===== src/verilog/fpec_defs.svh =====
// fpec_defs.svh: register offsets, bit positions and reset values of the flash program/erase control
// assumes: included by the design files and the bench of this block only
`ifndef FPEC_DEFS_SVH
`define FPEC_DEFS_SVH

// word offsets on the register bus
`define FPEC_CTRL_OFS 8'h00
`define FPEC_TEST_OFS 8'h01
`define FPEC_STAT_OFS 8'h02
// array window: top address bit selects the array
`define FPEC_ARR_BIT 7

// control register bit positions
`define FPEC_HV_BIT 0
`define FPEC_ERS_BIT 1
`define FPEC_LAT_BIT 2
`define FPEC_BOOT_BIT 3
`define FPEC_DLY_BIT 4
`define FPEC_LVAL_BIT 5
`define FPEC_SUP_BIT 6

// reset values
`define FPEC_BOOT_RST 1'b1
`define FPEC_TEST_RST 8'h00
`define FPEC_CNT_RST 8'h00
`define FPEC_RD_RST 32'h0000_0000

`endif


===== src/verilog/fpec_pkg.sv =====
// fpec_pkg: shared types of the flash program/erase control
// assumes: compiled before the interface and the modules
package fpec_pkg;
  // word address on the register bus
  typedef logic [7:0] fpec_addr_t;
  // bus answer phase
  typedef enum logic {FPEC_BUS_IDLE, FPEC_BUS_ACK} fpec_bus_t;
endpackage


===== src/verilog/fpec_arr_if.sv =====
// fpec_arr_if: carrier between the control logic and the flash array storage
// assumes: one clock domain, driven by the control module
`timescale 1ns/1ns
interface fpec_arr_if #(parameter int AW = 6, parameter int DW = 16);
  logic [AW-1:0] rdIdx; // location to read
  logic [DW-1:0] rdData; // data at rdIdx
  logic progPulse; // one-cycle program pulse
  logic erasePulse; // one-cycle erase pulse
  logic [AW-1:0] progIdx; // latched location
  logic [DW-1:0] progData; // latched data
  logic bootProt; // boot block protected
  modport ctl (output rdIdx, progPulse, erasePulse, progIdx, progData, bootProt, input rdData);
  modport arr (input rdIdx, progPulse, erasePulse, progIdx, progData, bootProt, output rdData);
endinterface


===== src/verilog/fpec_array.sv =====
// fpec_array: flash cell storage, one flip-flop word per location
// assumes: pulses come from the control module only while high voltage is applied
`timescale 1ns/1ns
module fpec_array #(
  parameter int DEPTH = 64,
  parameter int BOOT_DEPTH = 8
) (
  input wire logic ref_clk,
  input wire logic rstN,
  fpec_arr_if.arr ai
);
  import fpec_pkg::*;
  localparam int AW = $bits(ai.rdIdx);
  localparam int DW = $bits(ai.rdData);

  // storage; the boot block is the top BOOT_DEPTH locations
  logic [DW-1:0] cell_r [DEPTH];

  for (genvar i = 0; i < DEPTH; i++) begin : g_cell
    localparam bit IN_BOOT = (i >= DEPTH - BOOT_DEPTH);
    // erase restores ones; program can only pull ones to zero
    always_ff @(posedge ref_clk or negedge rstN) begin
      if (!rstN) begin
        cell_r[i] <= '1; // sim starts erased
      end else if (ai.bootProt && IN_BOOT) begin
        cell_r[i] <= cell_r[i]; // protected: neither erase nor program reaches it
      end else if (ai.erasePulse) begin
        cell_r[i] <= '1;
      end else if (ai.progPulse && ai.progIdx == AW'(i)) begin
        cell_r[i] <= cell_r[i] & ai.progData;
      end
    end
  end

  // read is plain combinational lookup
  assign ai.rdData = cell_r[ai.rdIdx];
endmodule


===== src/verilog/fpec_top.sv =====
// fpec_top: program/erase control of an on-chip flash array, Avalon-MM slave with waitrequest
// assumes: ref_clk 100 MHz, stop/wait/special-mode levels synchronous to ref_clk,
// software times every pulse and settle delay itself
//
// Behaviour
// - hv set ignored unless latches written
// - latch enable cannot clear while hv set
// - erase select frozen while hv set
// - boot block programming blocked when protected
// - bulk erase spares protected boot block
// - latches load only while latch enable
// - latch and hv need separate writes
// - high voltage only while hv set
// - stop or wait aborts operation immediately
// - test bits dead and cleared outside special
// - special mode alone changes nothing
// - array read result depends on control bits
// - further array writes ignored once latched
// - erased reads one; program only clears
`timescale 1ns/1ns
`include "fpec_defs.svh"
module fpec_top #(
  parameter int DEPTH = 64,
  parameter int BOOT_DEPTH = 8,
  parameter int DW = 16
) (
  input wire logic ref_clk,
  input wire logic nrst,
  input wire fpec_pkg::fpec_addr_t avs_address,
  input wire logic avs_read,
  input wire logic avs_write,
  input wire logic [31:0] avs_writedata,
  output logic [31:0] avs_readdata,
  output logic avs_waitrequest,
  input wire logic stopMode,
  input wire logic waitMode,
  input wire logic specialModeLine,
  input wire logic progSupplyOk,
  output logic hvApplied,
  output logic wakeDelaySel,
  output logic [7:0] testBits
);
  import fpec_pkg::*;
  localparam int AW = $clog2(DEPTH);

  // reset release synchroniser
  logic rstMeta_r; // first stage, read only by the second
  logic rstN_r; // released reset used everywhere
  always_ff @(posedge ref_clk or negedge nrst) begin
    if (!nrst) begin
      rstMeta_r <= 1'b0;
      rstN_r <= 1'b0;
    end else begin
      rstMeta_r <= 1'b1;
      rstN_r <= rstMeta_r;
    end
  end

  // bus phase: every access gets exactly one wait cycle
  fpec_bus_t busSt_r;
  logic busReq; // read or write pending
  logic busAcc; // access completes this edge
  logic wrAcc; // write completes this edge
  assign busReq = avs_read | avs_write;
  assign busAcc = busReq && busSt_r == FPEC_BUS_ACK;
  assign wrAcc = busAcc && avs_write;
  assign avs_waitrequest = busReq && busSt_r != FPEC_BUS_ACK;

  always_ff @(posedge ref_clk or negedge rstN_r) begin
    if (!rstN_r) begin
      busSt_r <= FPEC_BUS_IDLE;
    end else begin
      unique case (busSt_r)
        FPEC_BUS_IDLE: busSt_r <= busReq ? FPEC_BUS_ACK : FPEC_BUS_IDLE;
        FPEC_BUS_ACK: busSt_r <= FPEC_BUS_IDLE;
      endcase
    end
  end

  // address decode
  logic ctrlHit; // control register
  logic testHit; // test register
  logic statHit; // status register
  logic arrHit; // valid array location
  assign ctrlHit = avs_address == `FPEC_CTRL_OFS;
  assign testHit = avs_address == `FPEC_TEST_OFS;
  assign statHit = avs_address == `FPEC_STAT_OFS;
  assign arrHit = avs_address[`FPEC_ARR_BIT] && (32'(avs_address[`FPEC_ARR_BIT-1:0]) < 32'(DEPTH));

  // control bits
  logic hvEnable_r; // high voltage to array
  logic latEnable_r; // programming latches enabled
  logic eraseSel_r; // erase, not program
  logic bootProt_r; // boot block protected
  logic wakeDly_r; // wake delay select, steers nothing here but the pin
  logic latchedValid_r; // latches hold a write since latch enable rose
  logic abortReq; // stop or wait entered
  logic ctrlWr; // control write completes
  assign abortReq = stopMode | waitMode;
  assign ctrlWr = wrAcc && ctrlHit;

  // hv: set only with latches written and latch kept on; stop/wait win over all
  always_ff @(posedge ref_clk or negedge rstN_r) begin
    if (!rstN_r) begin
      hvEnable_r <= 1'b0;
    end else if (abortReq) begin
      hvEnable_r <= 1'b0;
    end else if (ctrlWr) begin
      // a write that first sets latch enable finds latchedValid_r clear
      hvEnable_r <= avs_writedata[`FPEC_HV_BIT] && avs_writedata[`FPEC_LAT_BIT]
                    && latEnable_r && latchedValid_r;
    end
  end

  // latch, erase and boot bits are frozen while hv is set
  always_ff @(posedge ref_clk or negedge rstN_r) begin
    if (!rstN_r) begin
      latEnable_r <= 1'b0;
      eraseSel_r <= 1'b0;
      bootProt_r <= `FPEC_BOOT_RST;
    end else if (ctrlWr && !hvEnable_r) begin
      latEnable_r <= avs_writedata[`FPEC_LAT_BIT];
      eraseSel_r <= avs_writedata[`FPEC_ERS_BIT];
      bootProt_r <= avs_writedata[`FPEC_BOOT_BIT];
    end
  end

  // wake delay select is writable any time
  always_ff @(posedge ref_clk or negedge rstN_r) begin
    if (!rstN_r) begin
      wakeDly_r <= 1'b0;
    end else if (ctrlWr) begin
      wakeDly_r <= avs_writedata[`FPEC_DLY_BIT];
    end
  end

  // programming latches: first array write after latch enable, then frozen
  logic arrWr; // array write completes
  logic latchLoad; // that write loads the latches
  logic [AW-1:0] latAddr_r; // latched location
  logic [DW-1:0] latData_r; // latched data
  assign arrWr = wrAcc && arrHit;
  assign latchLoad = arrWr && latEnable_r && !latchedValid_r && !hvEnable_r;

  always_ff @(posedge ref_clk or negedge rstN_r) begin
    if (!rstN_r) begin
      latAddr_r <= '0;
      latData_r <= '0;
    end else if (latchLoad) begin
      latAddr_r <= avs_address[AW-1:0];
      latData_r <= avs_writedata[DW-1:0];
    end
  end

  // valid flag drops as soon as latch enable is clear
  always_ff @(posedge ref_clk or negedge rstN_r) begin
    if (!rstN_r) begin
      latchedValid_r <= 1'b0;
    end else if (!latEnable_r) begin
      latchedValid_r <= 1'b0;
    end else if (latchLoad) begin
      latchedValid_r <= 1'b1;
    end
  end

  // one pulse per hv rise; no supply or an abort means no pulse
  logic hvPrev_r; // hv one cycle ago
  logic pulseFire; // start of a program/erase pulse
  always_ff @(posedge ref_clk or negedge rstN_r) begin
    if (!rstN_r) begin
      hvPrev_r <= 1'b0;
    end else begin
      hvPrev_r <= hvEnable_r;
    end
  end
  assign pulseFire = hvEnable_r && !hvPrev_r && progSupplyOk && !abortReq;

  // pulse counter lets software see how many pulses it applied
  logic [7:0] pulseCnt_r;
  always_ff @(posedge ref_clk or negedge rstN_r) begin
    if (!rstN_r) begin
      pulseCnt_r <= `FPEC_CNT_RST;
    end else if (!latEnable_r) begin
      pulseCnt_r <= `FPEC_CNT_RST;
    end else if (pulseFire && pulseCnt_r != 8'hFF) begin
      pulseCnt_r <= pulseCnt_r + 8'h01; // saturates rather than wraps
    end
  end

  // test register: only reachable in special mode, cleared otherwise
  logic [7:0] testReg_r;
  always_ff @(posedge ref_clk or negedge rstN_r) begin
    if (!rstN_r) begin
      testReg_r <= `FPEC_TEST_RST;
    end else if (!specialModeLine) begin
      testReg_r <= `FPEC_TEST_RST;
    end else if (wrAcc && testHit) begin
      testReg_r <= avs_writedata[7:0]; // no test function alters normal behaviour
    end
  end

  // array storage
  fpec_arr_if #(.AW(AW), .DW(DW)) arrBus ();
  logic rdLatched; // read returns the location being programmed
  assign rdLatched = latEnable_r && !eraseSel_r && latchedValid_r;
  assign arrBus.rdIdx = rdLatched ? latAddr_r : avs_address[AW-1:0];
  assign arrBus.progPulse = pulseFire && !eraseSel_r;
  assign arrBus.erasePulse = pulseFire && eraseSel_r;
  assign arrBus.progIdx = latAddr_r;
  assign arrBus.progData = latData_r;
  assign arrBus.bootProt = bootProt_r;

  fpec_array #(.DEPTH(DEPTH), .BOOT_DEPTH(BOOT_DEPTH)) u_array (
    .ref_clk(ref_clk),
    .rstN(rstN_r),
    .ai(arrBus)
  );

  // read data: captured in the wait cycle, held while the answer stands
  logic [31:0] rdMux;
  always_comb begin
    rdMux = `FPEC_RD_RST;
    if (ctrlHit) begin
      rdMux[`FPEC_HV_BIT] = hvEnable_r;
      rdMux[`FPEC_ERS_BIT] = eraseSel_r;
      rdMux[`FPEC_LAT_BIT] = latEnable_r;
      rdMux[`FPEC_BOOT_BIT] = bootProt_r;
      rdMux[`FPEC_DLY_BIT] = wakeDly_r;
      rdMux[`FPEC_LVAL_BIT] = latchedValid_r;
      rdMux[`FPEC_SUP_BIT] = progSupplyOk;
    end else if (testHit) begin
      rdMux = 32'(testReg_r);
    end else if (statHit) begin
      rdMux = 32'(pulseCnt_r);
    end else if (arrHit && !hvEnable_r) begin
      rdMux = 32'(arrBus.rdData); // hv set: read is ignored, returns zero
    end
  end

  logic [31:0] rdData_r;
  always_ff @(posedge ref_clk or negedge rstN_r) begin
    if (!rstN_r) begin
      rdData_r <= `FPEC_RD_RST;
    end else if (avs_read && busSt_r == FPEC_BUS_IDLE) begin
      rdData_r <= rdMux;
    end
  end

  assign avs_readdata = rdData_r;
  assign hvApplied = hvEnable_r;
  assign wakeDelaySel = wakeDly_r;
  assign testBits = testReg_r;
endmodule

===== config.mk =====
export PLATFORM = sky130hd
export DESIGN_NAME = fpec_top
export DESIGN_NICKNAME = d
export VERILOG_FILES = /design/src/verilog/fpec_pkg.sv /design/src/verilog/fpec_arr_if.sv /design/src/verilog/fpec_array.sv /design/src/verilog/fpec_top.sv
export VERILOG_INCLUDE_DIRS = /design/src /design/src/verilog
export SDC_FILE = /design/constraint.sdc
export NUM_CORES = 2
export LEC_CHECK = 0
export ABC_CLOCK_PERIOD_IN_PS = 68400
export BUFFER_PORTS_ARGS = -buffer_cell sky130_fd_sc_hd__buf_2
export CORE_ASPECT_RATIO = 1.5
export CORE_MARGIN = 4
export CORE_UTILIZATION = 55
export CTS_CLUSTER_DIAMETER = 60
export CTS_CLUSTER_SIZE = 30
export DETAILED_ROUTE_END_ITERATION = 8
export PLACE_DENSITY = 0.7
export SLEW_MARGIN = 20
export SYNTH_ARGS = -nofsm -noshare
export SYNTH_HDL_FRONTEND = slang
export SYNTH_SLANG_ARGS = --single-unit

===== constraint.sdc =====
create_clock -name ref_clk -period 68.4 [get_ports ref_clk]
set_input_delay 17.1 -clock ref_clk [delete_from_list [all_inputs] [get_ports ref_clk]]
set_output_delay 17.1 -clock ref_clk [all_outputs]
set_load 0.02 [all_outputs]

==> results.yml <==
sta:
  finalCritPeriodShare_pct: 50.7
  finClkSkew_ns: 0.0459
  report.final.setup_viol: 0
  finalHoldViolCount: 0
  slew_violations: 0
  fmax_ghz: 0.0288
  grt_setup_unrepaired: "no"
  min_period_ns: 34.66
  slew_headroom_pct: 19.0
  finalSetupTns_ns: 0
  tightest_slew_ns: 1.20
logic_synthesis:
  synth_area_leaders: "dfstp_2 (53%), nand2_1 (12%), o21ai_0 (11%)"
  synthTopCellsByCount: "nand2_1 (1560), o21ai_0 (1075), dfstp_2 (1025)"
  yosysWarnings: 0
  netlist.area_leader.share_pct: 53.2
  netlist_instances: 5264
  netlist_area_um2: 50600
  synthArstFlopShare_pct: 100
  synth_cell_types: 79
  synth_edf_count: 0
  ys_ff_latch: 1088
  ys.flop_type: "dfstp_2"
  post-synth-top-count-cell: "nand2_1"
  yosysTopAreaCell: "dfstp_2"
  synth.avg_cell_area_um2: 9.61
  yosysSeqAreaShare_pct: 56.3
critical_path:
  reg2reg_depth: 10
  max_stage_delay_ns: 0.19
  path_max_fanout: 3
  critPathLaunch: "avs_read"
  cp-end-kind: "output pin"
  crit_family: "buffers and inverters"
  crit_chain: "buf_2 -> nor2_1 -> nor2_1 -> buf_2"
  crit_cells: 4
  path_buf_inv: 2
  cp.arrival_ns: 17.56
  worstSetupPathType: "input port to output pin"
  critPathSlowestCell: "buf_2"
  r2r_start: "latEnable_r"
  critPathRequiredTime_ns: 51.30
  cp-start-kind: "input port"
cts:
  cts-resized-gates: 0
  clock-sinks: 1088
  clockRootBuffer: "clkbuf_16"
  cts_tree: "done"
  insertion_delay_ns: 0.68
  htree_levels: 2
  cts_buffer_depth: 3
  cts_buffers: 53
  post_cts_buffers: 0
  cts_hold_buf: 0
  path_clk_slew_ns: 0.08
global_route:
  grt_pass1_wl_um: 242000
  grt_overflow_total: 0
  grt_max_degree: 244
  antenna_found_initial: 7
  grt_pass1_vias: 38400
  track_usage_pct: 32.0
route:
  viasPerCell: 6.47
  ant_nets: 0
  totalWireLength_um: 160000
  vias: 40100
  dr.pass1.iters: 6
  post_drt_wl_per_cell_um: 25.8
  drtIter0Drc: 4955
  drc_errors: 0
final_layout:
  fin_cells: 6193
  final_util_pct: 57.7
  final_nets: 5021
  fill_cells: 7853
  synthToLayoutAreaGrowth_pct: 4.32
  drive_gt1_share_pct: 27.7
placement:
  dpl.hpwl_um: 92800
  io_buffers: 58
  place_inst: 6089
  gp_congestion: 0.945
die:
  die_w_um: 256
  core_area_um2: 91500
  initial_utilization_pct: 55.3
  num_rows: 136
  dieHeight_um: 380
  ioPinCount: 91
  die-area_um2: 97000
hold_path:
  hold_path_class: "flip-flop to flip-flop"
  min_from: "rstMeta_r"
  holdPathStages: 0
run:
  max_cap_violations: 0
power_and_ir_drop:
  ir_drop_uv: 21.8
  leakage_nw: 25.6
  powerDensity_nw_per_um2: 21.1
outcome:
  outcome: "completed"
## where the power goes
group	leakage [nW]	internal, mW	switching (mW)	total [mW]
Sequential	11.4	0.648	0.00285	0.651
Combinational	13.3	0.0137	0.0526	0.0664
Clock	0.896	0.165	0.233	0.398
Total	25.6	0.826	0.288	1.11
## logic make-up (layout without fill, tap and decap cells)
| family | Yosys count | in the layout | share of synthesized area [%] |
|---|---|---|---|
| and+or+nand+nor | 1858 | 1858 | 14.9 |
| AOI/OAI and AO/OA | 1536 | 1536 | 18.0 |
| DFF | 1088 | 1088 | 56.3 |
| buffers and inverters | 515 | 249 | 4.63 |
| muxes | 259 | 259 | 5.96 |
| xor gates and xnor gates | 5 | 5 | 0.0865 |
| other | 2 | 24 | 0.0148 |
| adders and majority gates | 1 | 1 | 0.0247 |
## path summary, 6_finish.rpt
path | end | slack, ns
max | avs_waitrequest | 33.74
min | rstN_r | 0.35
max reg2reg | avs_readdata[1] | 62.31
min reg2reg | rstN_r | 0.35
max in group asynchronous | rstN_r | 52.07
min in group asynchronous | u_array.cell_r[168] | 0.69
## layer usage
layer / track usage (%) / vias to the layer above / share of wire, %
li1: - / 17500 / -
met1: 41.3 / 20200 / 38
met2: 50.7 / 1825 / 47
met3: 6.21 / 492 / 8.4
met4: 18.5 / 2 / 7.0
met5: 0 / - / 0.0081
## worst reg2reg max path: stages (launching register included)
cell	delay, ns
dfrtp_1	0.84
nand3b_4	0.55
a21boi_4	0.64
buf_4	0.59
buf_4	0.75
buf_4	0.78
mux2i_1	0.40
mux2i_1	0.13
a22o_1	0.28
o21ai_0	0.83
o21ai_0	0.16
## final cells by class
class                           instances  area, um^2  share of cell area [%]
Clock buffer                           59        1370                    2.59
Tap cell                             1173        1470                    2.78
Timing Repair Buffer                  138         998                    1.89
Antenna cell                            7        17.5                  0.0332
Inverter                               15        56.3                   0.107
Multi-Input combinational cell       3676       19900                    37.6
Sequential cell                      1088       28500                    54.0
Clock inverter                         37         479                   0.908
## placed cells by master (no fill, tap or decap), types with 10 or more instances in the layout
cell type and instances:
o221ai_1 10, o211a_1 69, nand2b_1 11, nor4_1 12, o22ai_1 12, o211ai_1 27, a311oi_1 75, buf_4 72
nand2_1 1559, o21ai_0 1075, conb_1 17, mux4_2 26, and3_1 17, a21oi_1 37, a211oi_1 97, a22oi_1 24
inv_1 14, mux2i_1 169, dfstp_2 1025, mux2_2 60, a221oi_1 11, nand3_1 122, nand4_1 12, clkbuf_16 53
nor2b_1 17, dfrtp_2 16, a31oi_1 25, nor3_1 13, nor2_1 43, buf_2 58, dfrtp_1 46
## metrics by stage
stage                     area (um^2)  worst slack (ns)  hold WS (ns)  power [mW]
after global placement          50900             33.76         0.333       0.725
after global routing            52800             33.74         0.377        1.15
final                           52800             33.74         0.352        1.11
after floorplan                 50700             33.87         0.331       0.699
after detailed placement        50900             33.75         0.336       0.726
after CTS                       52700             33.75         0.356        1.12
## state kept, by name, summed over array words and instances (netlist names), 6 cells and up
signal and count:
u_array.cell_r 1024, arrBus.progData 16, avs_readdata 16, pulseCnt_r 8, testBits 8, arrBus.progIdx 6
No activity file was read; power rests on OpenSTA's default activity.
